==> src/design/wws_pkg.sv <==
// Purpose: shared constants for the windowed watchdog supervisor
// Assumes: 100 MHz system clock, fixed times converted to cycles here, window options in wws_supervisor
// Notes: window tables hold the eight build-time timing options
package wws_pkg;
  // ----------------------------------------
  // clock rate
  // ----------------------------------------
  localparam longint WWS_CLK_PERIOD_NS = 10; // 100 MHz
  localparam longint WWS_CYC_PER_US = 1000 / WWS_CLK_PERIOD_NS;

  // ----------------------------------------
  // documented times, in their own units
  // ----------------------------------------
  localparam longint RESET_HOLD_TIME_MS = 100; // least hold after causes clear
  localparam longint WWS_PULSE_MS = 1; // fault pulse length
  localparam longint WWS_STROBE_MIN_NS = 300; // least strobe low width
  localparam longint WWS_MR_DEB_NS = 1000; // manual reset settle time

  // ----------------------------------------
  // derived cycle counts (least times round up)
  // ----------------------------------------
  localparam longint WWS_HOLD_CYC = (RESET_HOLD_TIME_MS * 1000 * WWS_CYC_PER_US);
  localparam longint WWS_PULSE_CYC = (WWS_PULSE_MS * 1000 * WWS_CYC_PER_US);
  localparam longint WWS_STROBE_CYC = (WWS_STROBE_MIN_NS + WWS_CLK_PERIOD_NS - 1) / WWS_CLK_PERIOD_NS;
  localparam longint WWS_MR_DEB_CYC = (WWS_MR_DEB_NS + WWS_CLK_PERIOD_NS - 1) / WWS_CLK_PERIOD_NS;

  // ----------------------------------------
  // window options A..H, in microseconds
  // ----------------------------------------
  localparam longint WWS_FAST_US [8] = '{1500, 15000, 15000, 15000, 15000, 23000, 39000, 719000};
  localparam longint WWS_SLOW_US [8] = '{10000, 100000, 300000, 10000000, 60000000, 47000, 82000, 1300000};

  // ----------------------------------------
  // counter widths
  // ----------------------------------------
  localparam int WWS_WD_W = 33; // fits 60 s of cycles
  localparam int WWS_HOLD_W = 24;
  localparam int WWS_PULSE_W = 17;
  localparam int WWS_STB_W = 5;
  localparam int WWS_DEB_W = 7;

  // ----------------------------------------
  // watchdog states
  // ----------------------------------------
  typedef enum logic [1:0] {
    WWS_WD_FIRST = 2'b00, // next edge is never judged early
    WWS_WD_ARMED = 2'b01, // full window check
    WWS_WD_PULSE = 2'b10 // fault pulse running
  } wws_wd_state_t;
endpackage : wws_pkg

==> src/design/wws_mr_if.sv <==
// Purpose: carries the manual reset level to its filter and back
// Assumes: one clock domain
// Notes: raw level in, debounced level out
`timescale 1ns/1ps
interface wws_mr_if;
  logic rawLevel_n; // pin level, active low
  logic stable_n; // debounced level, active low
  modport filt (input rawLevel_n, output stable_n);
  modport user (output rawLevel_n, input stable_n);
endinterface : wws_mr_if

==> src/design/wws_mr_debounce.sv <==
// Purpose: debounce filter for the manual reset input
// Assumes: input already synchronous to clk
// Notes: level must hold for the settle time before it is taken
`timescale 1ns/1ps
module wws_mr_debounce
  import wws_pkg::*;
(
  input wire logic clk,
  input wire logic reset,
  wws_mr_if.filt mr
);
  // ----------------------------------------
  // settle counter
  // ----------------------------------------
  localparam logic [WWS_DEB_W-1:0] DEB_LAST = WWS_DEB_W'(WWS_MR_DEB_CYC - 1);
  logic [WWS_DEB_W-1:0] cnt_r; // cycles the input has differed
  logic stable_r; // filtered level

  // short glitches restart the count, so they never reach the output
  always_ff @(posedge clk) begin
    if (reset) begin
      cnt_r <= '0;
      stable_r <= 1'b1; // released
    end else if (mr.rawLevel_n == stable_r) begin
      cnt_r <= '0; // agrees, nothing pending
    end else if (cnt_r == DEB_LAST) begin
      cnt_r <= '0;
      stable_r <= mr.rawLevel_n; // held long enough
    end else begin
      cnt_r <= cnt_r + 1'b1;
    end
  end

  assign mr.stable_n = stable_r;
endmodule : wws_mr_debounce

==> src/design/wws_supervisor.sv <==
// Purpose: reset supervisor with windowed watchdog and fault pulse
// Assumes: supplyLow comes from an outside comparator, inputs synchronous
// Notes: window option picked at build time by WIN_OPT
`timescale 1ns/1ps
module wws_supervisor
  import wws_pkg::*;
#(
  parameter int WIN_OPT = 0, // 0..7 for options A..H
  parameter logic [WWS_HOLD_W-1:0] HOLD_CYC = WWS_HOLD_W'(WWS_HOLD_CYC),
  parameter logic [WWS_PULSE_W-1:0] PULSE_CYC = WWS_PULSE_W'(WWS_PULSE_CYC),
  parameter logic [WWS_WD_W-1:0] FAST_CYC = WWS_WD_W'(WWS_FAST_US[WIN_OPT] * WWS_CYC_PER_US),
  parameter logic [WWS_WD_W-1:0] SLOW_CYC = WWS_WD_W'(WWS_SLOW_US[WIN_OPT] * WWS_CYC_PER_US)
)
(
  input wire logic clk,
  input wire logic reset,
  input wire logic supplyLow,
  input wire logic manualReset_n,
  input wire logic watchdogStrobeIn,
  input wire logic faultPulseIn_n,
  output logic resetOut_n,
  output logic faultPulseOut_n,
  output logic faultPulseOutOe
);
  // ----------------------------------------
  // local constants
  // ----------------------------------------
  localparam logic [WWS_STB_W-1:0] STB_LAST = WWS_STB_W'(WWS_STROBE_CYC - 1);
  localparam logic [WWS_WD_W-1:0] STB_START = WWS_WD_W'(WWS_STROBE_CYC);

  // ----------------------------------------
  // manual reset filter
  // ----------------------------------------
  wws_mr_if mrIf (); // raw and filtered manual reset
  logic mrHeld; // debounced manual reset active

  assign mrIf.rawLevel_n = manualReset_n;

  wws_mr_debounce uDeb (
    .clk(clk),
    .reset(reset),
    .mr(mrIf.filt)
  );

  assign mrHeld = !mrIf.stable_n;

  // ----------------------------------------
  // reset output and hold timer
  // ----------------------------------------
  logic [WWS_HOLD_W-1:0] holdCnt_r; // cycles since both causes cleared
  logic resetOut_r; // active low reset
  logic resetCause; // any reason to hold the processor

  assign resetCause = supplyLow || mrHeld;

  // any cause restarts the hold, so a bouncing supply keeps reset low
  always_ff @(posedge clk) begin
    if (reset) begin
      holdCnt_r <= '0;
      resetOut_r <= 1'b0; // power-on reset
    end else if (resetCause) begin
      holdCnt_r <= '0;
      resetOut_r <= 1'b0;
    end else if (!resetOut_r) begin
      if (holdCnt_r == HOLD_CYC - 1'b1) begin
        resetOut_r <= 1'b1; // hold served
      end else begin
        holdCnt_r <= holdCnt_r + 1'b1;
      end
    end
  end

  assign resetOut_n = resetOut_r;

  // ----------------------------------------
  // strobe qualification
  // ----------------------------------------
  logic [WWS_STB_W-1:0] stbCnt_r; // cycles strobe has been low
  logic strobeEdge; // qualified falling edge, one cycle

  // a low shorter than the least width is ignored as a glitch
  always_ff @(posedge clk) begin
    if (reset) begin
      stbCnt_r <= '0;
    end else if (watchdogStrobeIn) begin
      stbCnt_r <= '0; // high, rearm
    end else if (stbCnt_r <= STB_LAST) begin
      stbCnt_r <= stbCnt_r + 1'b1; // saturates just past last
    end
  end

  assign strobeEdge = !watchdogStrobeIn && (stbCnt_r == STB_LAST);

  // ----------------------------------------
  // watchdog window and fault pulse
  // ----------------------------------------
  wws_wd_state_t wdState_r; // window state
  logic [WWS_WD_W-1:0] wdTimer_r; // cycles since last falling edge
  logic [WWS_PULSE_W-1:0] pulseCnt_r; // fault pulse length counter
  logic faultOe_r; // drive fault pin low
  logic fastFault; // early edge seen
  logic slowFault; // window ran out
  logic wdRun; // watchdog allowed to judge

  assign wdRun = resetOut_r && !mrHeld;
  // first edge after reset or pulse is exempt
  assign fastFault = strobeEdge && (wdState_r == WWS_WD_ARMED) && (wdTimer_r < FAST_CYC);
  assign slowFault = !strobeEdge && (wdTimer_r >= SLOW_CYC - 1'b1);

  // watchdog sleeps through reset; monitoring starts fresh on release
  always_ff @(posedge clk) begin
    if (reset || !wdRun) begin
      wdState_r <= WWS_WD_FIRST;
      wdTimer_r <= '0;
      pulseCnt_r <= '0;
      faultOe_r <= 1'b0; // pin released
    end else begin
      case (wdState_r)
        WWS_WD_FIRST, WWS_WD_ARMED: begin
          if (fastFault || slowFault) begin
            wdState_r <= WWS_WD_PULSE;
            pulseCnt_r <= '0;
            faultOe_r <= 1'b1;
          end else if (strobeEdge) begin
            wdState_r <= WWS_WD_ARMED;
            wdTimer_r <= STB_START; // measured from the falling edge
          end else begin
            wdTimer_r <= wdTimer_r + 1'b1;
          end
        end
        WWS_WD_PULSE: begin
          if (pulseCnt_r == PULSE_CYC - 1'b1) begin
            faultOe_r <= 1'b0; // pulse done
            wdState_r <= WWS_WD_FIRST;
            wdTimer_r <= '0;
          end else begin
            pulseCnt_r <= pulseCnt_r + 1'b1;
          end
        end
        default: begin
          wdState_r <= WWS_WD_FIRST;
        end
      endcase
    end
  end

  // ----------------------------------------
  // open-drain fault pin
  // ----------------------------------------
  // drive value is constant low; only the enable moves
  always_ff @(posedge clk) begin
    if (reset) begin
      faultPulseOut_n <= 1'b0;
    end else begin
      faultPulseOut_n <= 1'b0;
    end
  end

  assign faultPulseOutOe = faultOe_r;

  // ----------------------------------------
  // helper for hold check
  // ----------------------------------------
  logic [WWS_HOLD_W:0] clearCnt_r; // cycles both causes clear, saturating

  always_ff @(posedge clk) begin
    if (reset || resetCause) begin
      clearCnt_r <= '0;
    end else if (!clearCnt_r[WWS_HOLD_W]) begin
      clearCnt_r <= clearCnt_r + 1'b1;
    end
  end
endmodule : wws_supervisor

==> config.mk <==
export PLATFORM = sky130hd
export DESIGN_NAME = wws_supervisor
export DESIGN_NICKNAME = d
export VERILOG_FILES = /design/src/design/wws_pkg.sv /design/src/design/wws_mr_if.sv /design/src/design/wws_mr_debounce.sv /design/src/design/wws_supervisor.sv
export SDC_FILE = /design/constraint.sdc
export NUM_CORES = 1
export LEC_CHECK = 0
export BUFFER_PORTS_ARGS = -buffer_cell sky130_fd_sc_hd__buf_2
export CAP_MARGIN = 20
export CORE_MARGIN = 5
export CORE_UTILIZATION = 60
export CTS_CLUSTER_SIZE = 10
export DETAILED_ROUTE_END_ITERATION = 7
export MAX_ROUTING_LAYER = met4
export PLACE_DENSITY_LB_ADDON = 0.05
export SYNTH_ARGS = -nofsm -noshare
export SYNTH_HDL_FRONTEND = slang
export SYNTH_SLANG_ARGS = --single-unit
==> constraint.sdc <==
create_clock -name clk -period 6.4 [get_ports clk]
set_input_delay 1.28 -clock clk [delete_from_list [all_inputs] [get_ports clk]]
set_output_delay 1.28 -clock clk [all_outputs]
set_load 0.01 [all_outputs]
* Word-level counts from Yosys, hierarchy flattened
Index checks and enable logic that the tools add are counted.
** Word-level totals
- Bits in latches :: 0
- Memory bits (writable) :: 0
- Output and inout port bits :: 3
- Input port bits :: 6
- Bits in read-only memories :: 0
- Register bits :: 91
- Logic and storage cells :: 72
- Memories kept :: 0
** Operators by class
- $lt $le $gt $ge :: 3
- Multiplexer cells :: 16
- Divide/modulo/power cells :: 0
- $add $sub $neg :: 5
- Shift operators :: 0
- $mul :: 0
- Reductions and logical operators :: 24
- Bitwise gates (word level) :: 3
- Equality and inequality tests :: 12
** Operators by type and width (count)
- 33-bit two-way mux :: 3
- 33-bit case mux with 2 select lines :: 1
- 17-bit two-way mux :: 2
- 17-bit case mux with 2 select lines :: 1
- 33-bit by 1-bit adder with 33-bit output (second input constant) :: 1
- 33-bit by 20-bit greater-or-equal comparator with 1-bit output (second input constant) :: 1
- 33-bit by 18-bit < comparator with 1-bit output (second input constant) :: 1
- 24-bit by 1-bit adder with 24-bit output (second input constant) :: 1
- 24-bit equality test (second input constant) :: 1
- 17-bit by 1-bit adder with 17-bit output (second input constant) :: 1
- 17-bit equality test (second input constant) :: 1
- 3-bit AND reduction :: 3
- 2-bit inequality test (second input constant) :: 4
- 7-bit by 1-bit adder with 7-bit output (second input constant) :: 1
- 7-bit equality test (second input constant) :: 1
- 2-bit two-way mux :: 3
- 2-bit AND reduction :: 3
- 2-bit OR reduction :: 3
- 5-bit by 1-bit adder with 5-bit output (second input constant) :: 1
- 5-bit equality test (second input constant) :: 1
- 5-bit less-or-equal comparator (second input constant) :: 1
- 1-bit logical AND :: 5
- 1-bit zero test :: 4
- 1-bit two-way mux :: 4
- 11 further kinds :: 15

* Longest topological paths before layout
- Depth after elaboration :: 7
- Mapped depth :: 10
- Gate-level depth less buffers :: 8

* By module
A second synthesis with hierarchy kept.
** Unflattened totals
- Cells, all modules :: 517
- Area, all modules :: 4369.2 µm²
** By module, submodules not included
- wws_supervisor :: sequential area each 1661.6 µm², instances 1, cells each 479, area an instance 4010.1 µm²
- wws_mr_debounce :: sequential area each 160.2 µm², instances 1, cells each 38, area an instance 359.1 µm²

* Worst setup path after synthesis
No wires, ideal clock.
- Kind :: input port to flip-flop
- From :: in watchdogStrobeIn
- To :: reg wdTimer_r[19]
- Slack :: 3317 ps
- Path buffers :: 0
- Stages :: 6
- Library setup time :: 61 ps
- Data required time :: 6339 ps
- Data arrival time :: 3022 ps
- Cell sequence :: nor3b_2 -> nand2_1 -> o41ai_1 -> a21oi_1 -> a21oi_2 -> a22o_1
** On the way
- Cells in the longest elaborated chain, start to end :: 7
- Elaborated cells on any way between the ends :: 12
- Classes of those cells :: 1 x eq/ne; 3 x mux; 8 x reduce/logical
** RTL lines
- start: declaration :: RTL line wws_supervisor.sv:19 : input wire logic watchdogStrobeIn,
- 1-bit zero test (*) :: RTL line wws_supervisor.sv:92 : assign strobeEdge = !watchdogStrobeIn && (stbCnt_r == STB_LAST);
- 1-bit logical AND (*) :: RTL line wws_supervisor.sv:92
- 1-bit logical AND / 1-bit zero test (equally long branches) :: RTL line wws_supervisor.sv:107, wws_supervisor.sv:108
- 1-bit logical AND, on equally long branches :: RTL line wws_supervisor.sv:107, wws_supervisor.sv:108
- 1-bit logical OR :: RTL line wws_supervisor.sv:120 : if (fastFault || slowFault) begin
- 2-bit inequality test (no source line)
- 3-bit AND reduction (no source line)
- end signal: assignment :: RTL line wws_supervisor.sv:128 : wdTimer_r <= wdTimer_r + 1'b1;
- end: declaration :: RTL line wws_supervisor.sv:98 : logic [WWS_WD_W-1:0] wdTimer_r;
Mark *: on every way between the ends. The rest lies on a longest branch, timed or not. The select of a mux whose other input is x is not followed.
A chain may end at the register's enable or synchronous reset.

* Worst setup path in the final report
- From :: in watchdogStrobeIn
- To :: reg pulseCnt_r[12]
** On the way
- Cells in the longest elaborated chain, start to end :: 7
- Elaborated cells on any way between the ends :: 9
- Classes of those cells :: 1 x eq/ne; 8 x reduce/logical
** RTL lines
- 1-bit zero test (*) :: RTL line wws_supervisor.sv:92
- 1-bit logical AND (*) :: RTL line wws_supervisor.sv:92
- 1-bit logical AND / 1-bit zero test (equally long branches) :: RTL line wws_supervisor.sv:107, wws_supervisor.sv:108
- 1-bit logical AND, on equally long branches :: RTL line wws_supervisor.sv:107, wws_supervisor.sv:108
- 1-bit logical OR (*) :: RTL line wws_supervisor.sv:120
- 2-bit inequality test (no source line) (*)
- 3-bit AND reduction (no source line) (*)
- end signal: assignment :: RTL line wws_supervisor.sv:137 : pulseCnt_r <= pulseCnt_r + 1'b1;
- end: declaration :: RTL line wws_supervisor.sv:99 : logic [WWS_PULSE_W-1:0] pulseCnt_r;
Mark *: on every way between the ends. The rest lies on a longest branch, timed or not.

==> metrics <==
H-tree depth 3; worst setup margin 2687 ps; slew margin rel. 0.4172; dpl ws 2291 ps; number of synthesized flops with an enable pin 0; Yosys top cell area share 0.4147; critical path type in2reg; Avg Cell Area, Syn 8.448 µm²; Tcrit/Tclk final 0.5802; Setup TNS Final 0 ps; R2R depth 8; Total GRT Usage 0.2153; first-pass GRT wire length 15500 µm; final net count 533; die area 9133 µm²; Area Overhead vs Synth 6.465%; Worst Clk Skew 10.43 ps; layout cells sized above 1 0.07034; highest metal used met4; Post-Layout Cell Count 625; Final Hold Vio Count 0; diode count 0; vias in the first global route 3464; Rows 31; Setup crit start kind input port; leading cell type in the layout, fill and taps excluded dfxtp_1; origin of the critical flop-to-flop path stbCnt_r[0]; cts hold-fix bufs 0; WP data arrival 3990 ps; port bufs 6; hold wc startpoint faultPulseOutOe; slowest stage delay, CP 670 ps; highest-count cells in the layout ignoring fill and taps dfxtp_1, nor2_1, nand2_1, a21oi_1; Root Driver clkbuf_8; crit-path max FO 13; Pwr Total 0.9611 mW; Leak Pwr 1.527 nW; grt total ovfl 0; Synthesis Warnings 0; Syn Nets 532; CTS tree built; gpl congestion 0.8374; HPWL after DPL 6078 µm; number of max-cap violations 0; DR WL met2 4096 µm; antenna violations before repair 0; final setup vio count 0; met1 WL 4358 µm; worst reg2reg endpoint pulseCnt_r[12]; dpl cells 609; Chip Width 95.57 µm; PD cells 205.5 nW/µm²; via count 3685; 1st-iter DRT viols 137; drt pass-1 iters 4; ANT nets after route 0; asr flop ratio synth 0; CTS Buf Count 9; count of cell types in the netlist 59; die height 95.57 µm; Setup crit start watchdogStrobeIn; post-cts resize count 0; Least-Margin Pin Slew 871.5 ps; Post-CTS Setup Inserts 0; hold path depth 2; Peak VDD IR 0.1654 mV; I/O pins 9; RSZ-0062 raised after global routing false; Fmax achieved 269.3 MHz; Crit. End Element flip-flop; clock buffer depth 2; overall routed net length 8822 µm; crit path cell chain buf_2 -> nor3b_2 -> nand2_1 -> nor4_4 -> nor3_1 -> buf_4 -> or4_1 -> a21oi_1; CP max-delay cell nor4_4; synthesized area 4393 µm²; met3 WL 250 µm; WL per Instance 14.12 µm; vias per cell 5.896; top post-synthesis cells by area dfxtp_1, nor2_1, xor2_1; fin. max-slew vios 0; HP Class reg2reg; Clock Sink Count 91; drt drc 0; minimum clock period 3713 ps; leading register cell type out of synthesis dfxtp_1; sequential fraction of the synthesis area 0.4147; initial cell density of the core 0.6122; status finished clean; Syn Inst Count 520; register bit total from synthesis 91; worst skew pair latency 360 ps; Critical Path RT 6680 ps; Hold Path Sink faultPulseOutOe; Yosys top cell by area dfxtp_1; area of the core 7176 µm²; r2r setup slk 3160 ps; CTS clock-pin slew for the worst setup and hold paths 80 ps; largest net degree at the start of global routing 26
synth_stat cells (all sizes together) (7+ instances only):
master and count:
dfxtp 91, nor2 75, nand2 42, a21oi 28, nand3 24, xor2 24, o21ai 23, nor3 21
xnor2 17, and3 15, nand4 15, clkbuf 12, o31ai 11, inv 9, nand3b 9, or4 8
nor4 7
worst max-delay path by stage:
stage | slack [ps] | endpoint | cells after the start
2_1_floorplan | 3320 | wdTimer_r[19] | 6
3_3_place_gp | 2330 | pulseCnt_r[12] | 8
3_5_place_dp | 2290 | pulseCnt_r[12] | 8
4_1_cts | 2650 | pulseCnt_r[12] | 8
5_1_grt | 2420 | pulseCnt_r[15] | 8
6_report | 2690 | pulseCnt_r[12] | 8
per-stage QoR:
stage	util	area, µm²	hold WS [ps]
detailed placement	0.6249	4484	457.8
global placement	0.6249	4484	444.7
floorplan	-	4393	429.9
global route	0.6518	4677	481.9
CTS	0.6518	4677	469.6
finish	0.6518	4677	467.5
logic make-up (layout without fill, tap and decap cells):
group | Yosys count | after routing | synth area share
other cells | 1 | 1 | 0.0008536
flops | 91 | 91 | 0.4147
simple gates | 258 | 258 | 0.3119
compound gates | 95 | 95 | 0.1461
buf+inv | 27 | 33 | 0.02535
mux | 1 | 1 | 0.002279
fa+ha+maj | 6 | 6 | 0.01709
xor+xnor | 41 | 41 | 0.08174
sequential cells by signal, indices dropped and copies added (netlist names):
signal / flops
faultPulseOutOe: 1
holdCnt_r: 24
pulseCnt_r: 17
resetOut_n: 1
stbCnt_r: 5
uDeb.cnt_r: 7
uDeb.mr.stable_n: 1
wdState_r: 2
wdTimer_r: 33
worst max-delay path, delay by kind of cell:
kind                   cells  cell delay, ps
buffers and inverters      2             370
AO/OA/AOI/OAI              1             150
AND/OR/NAND/NOR            5            2190
per-layer routing:
metal  up-vias  global-route usage
met5         -                   -
met4         0             0.06398
met3        12             0.04736
met2        40              0.3486
met1      1760              0.2692
li1       1873                   -
power by group:
group	leakage (nW)	internal [mW]	total, mW	switching (mW)
logic	0.699	0.00392	0.0108	0.00688
clock network	0.0950	0.179	0.381	0.202
registers	0.734	0.567	0.569	0.00193
total	1.53	0.750	0.961	0.211
cell type report:
cell class / instances / area (µm²)
Inverter: 9 / 33.78
Tap cell: 99 / 123.9
Fill cell: 598 / 2499
Timing Repair Buffer: 8 / 45.04
Multi-Input combinational cell: 402 / 2460
Sequential cell: 91 / 1822
Clock inverter: 7 / 68.82
Clock buffer: 9 / 123.9
Power figures use the tool's default switching activity.
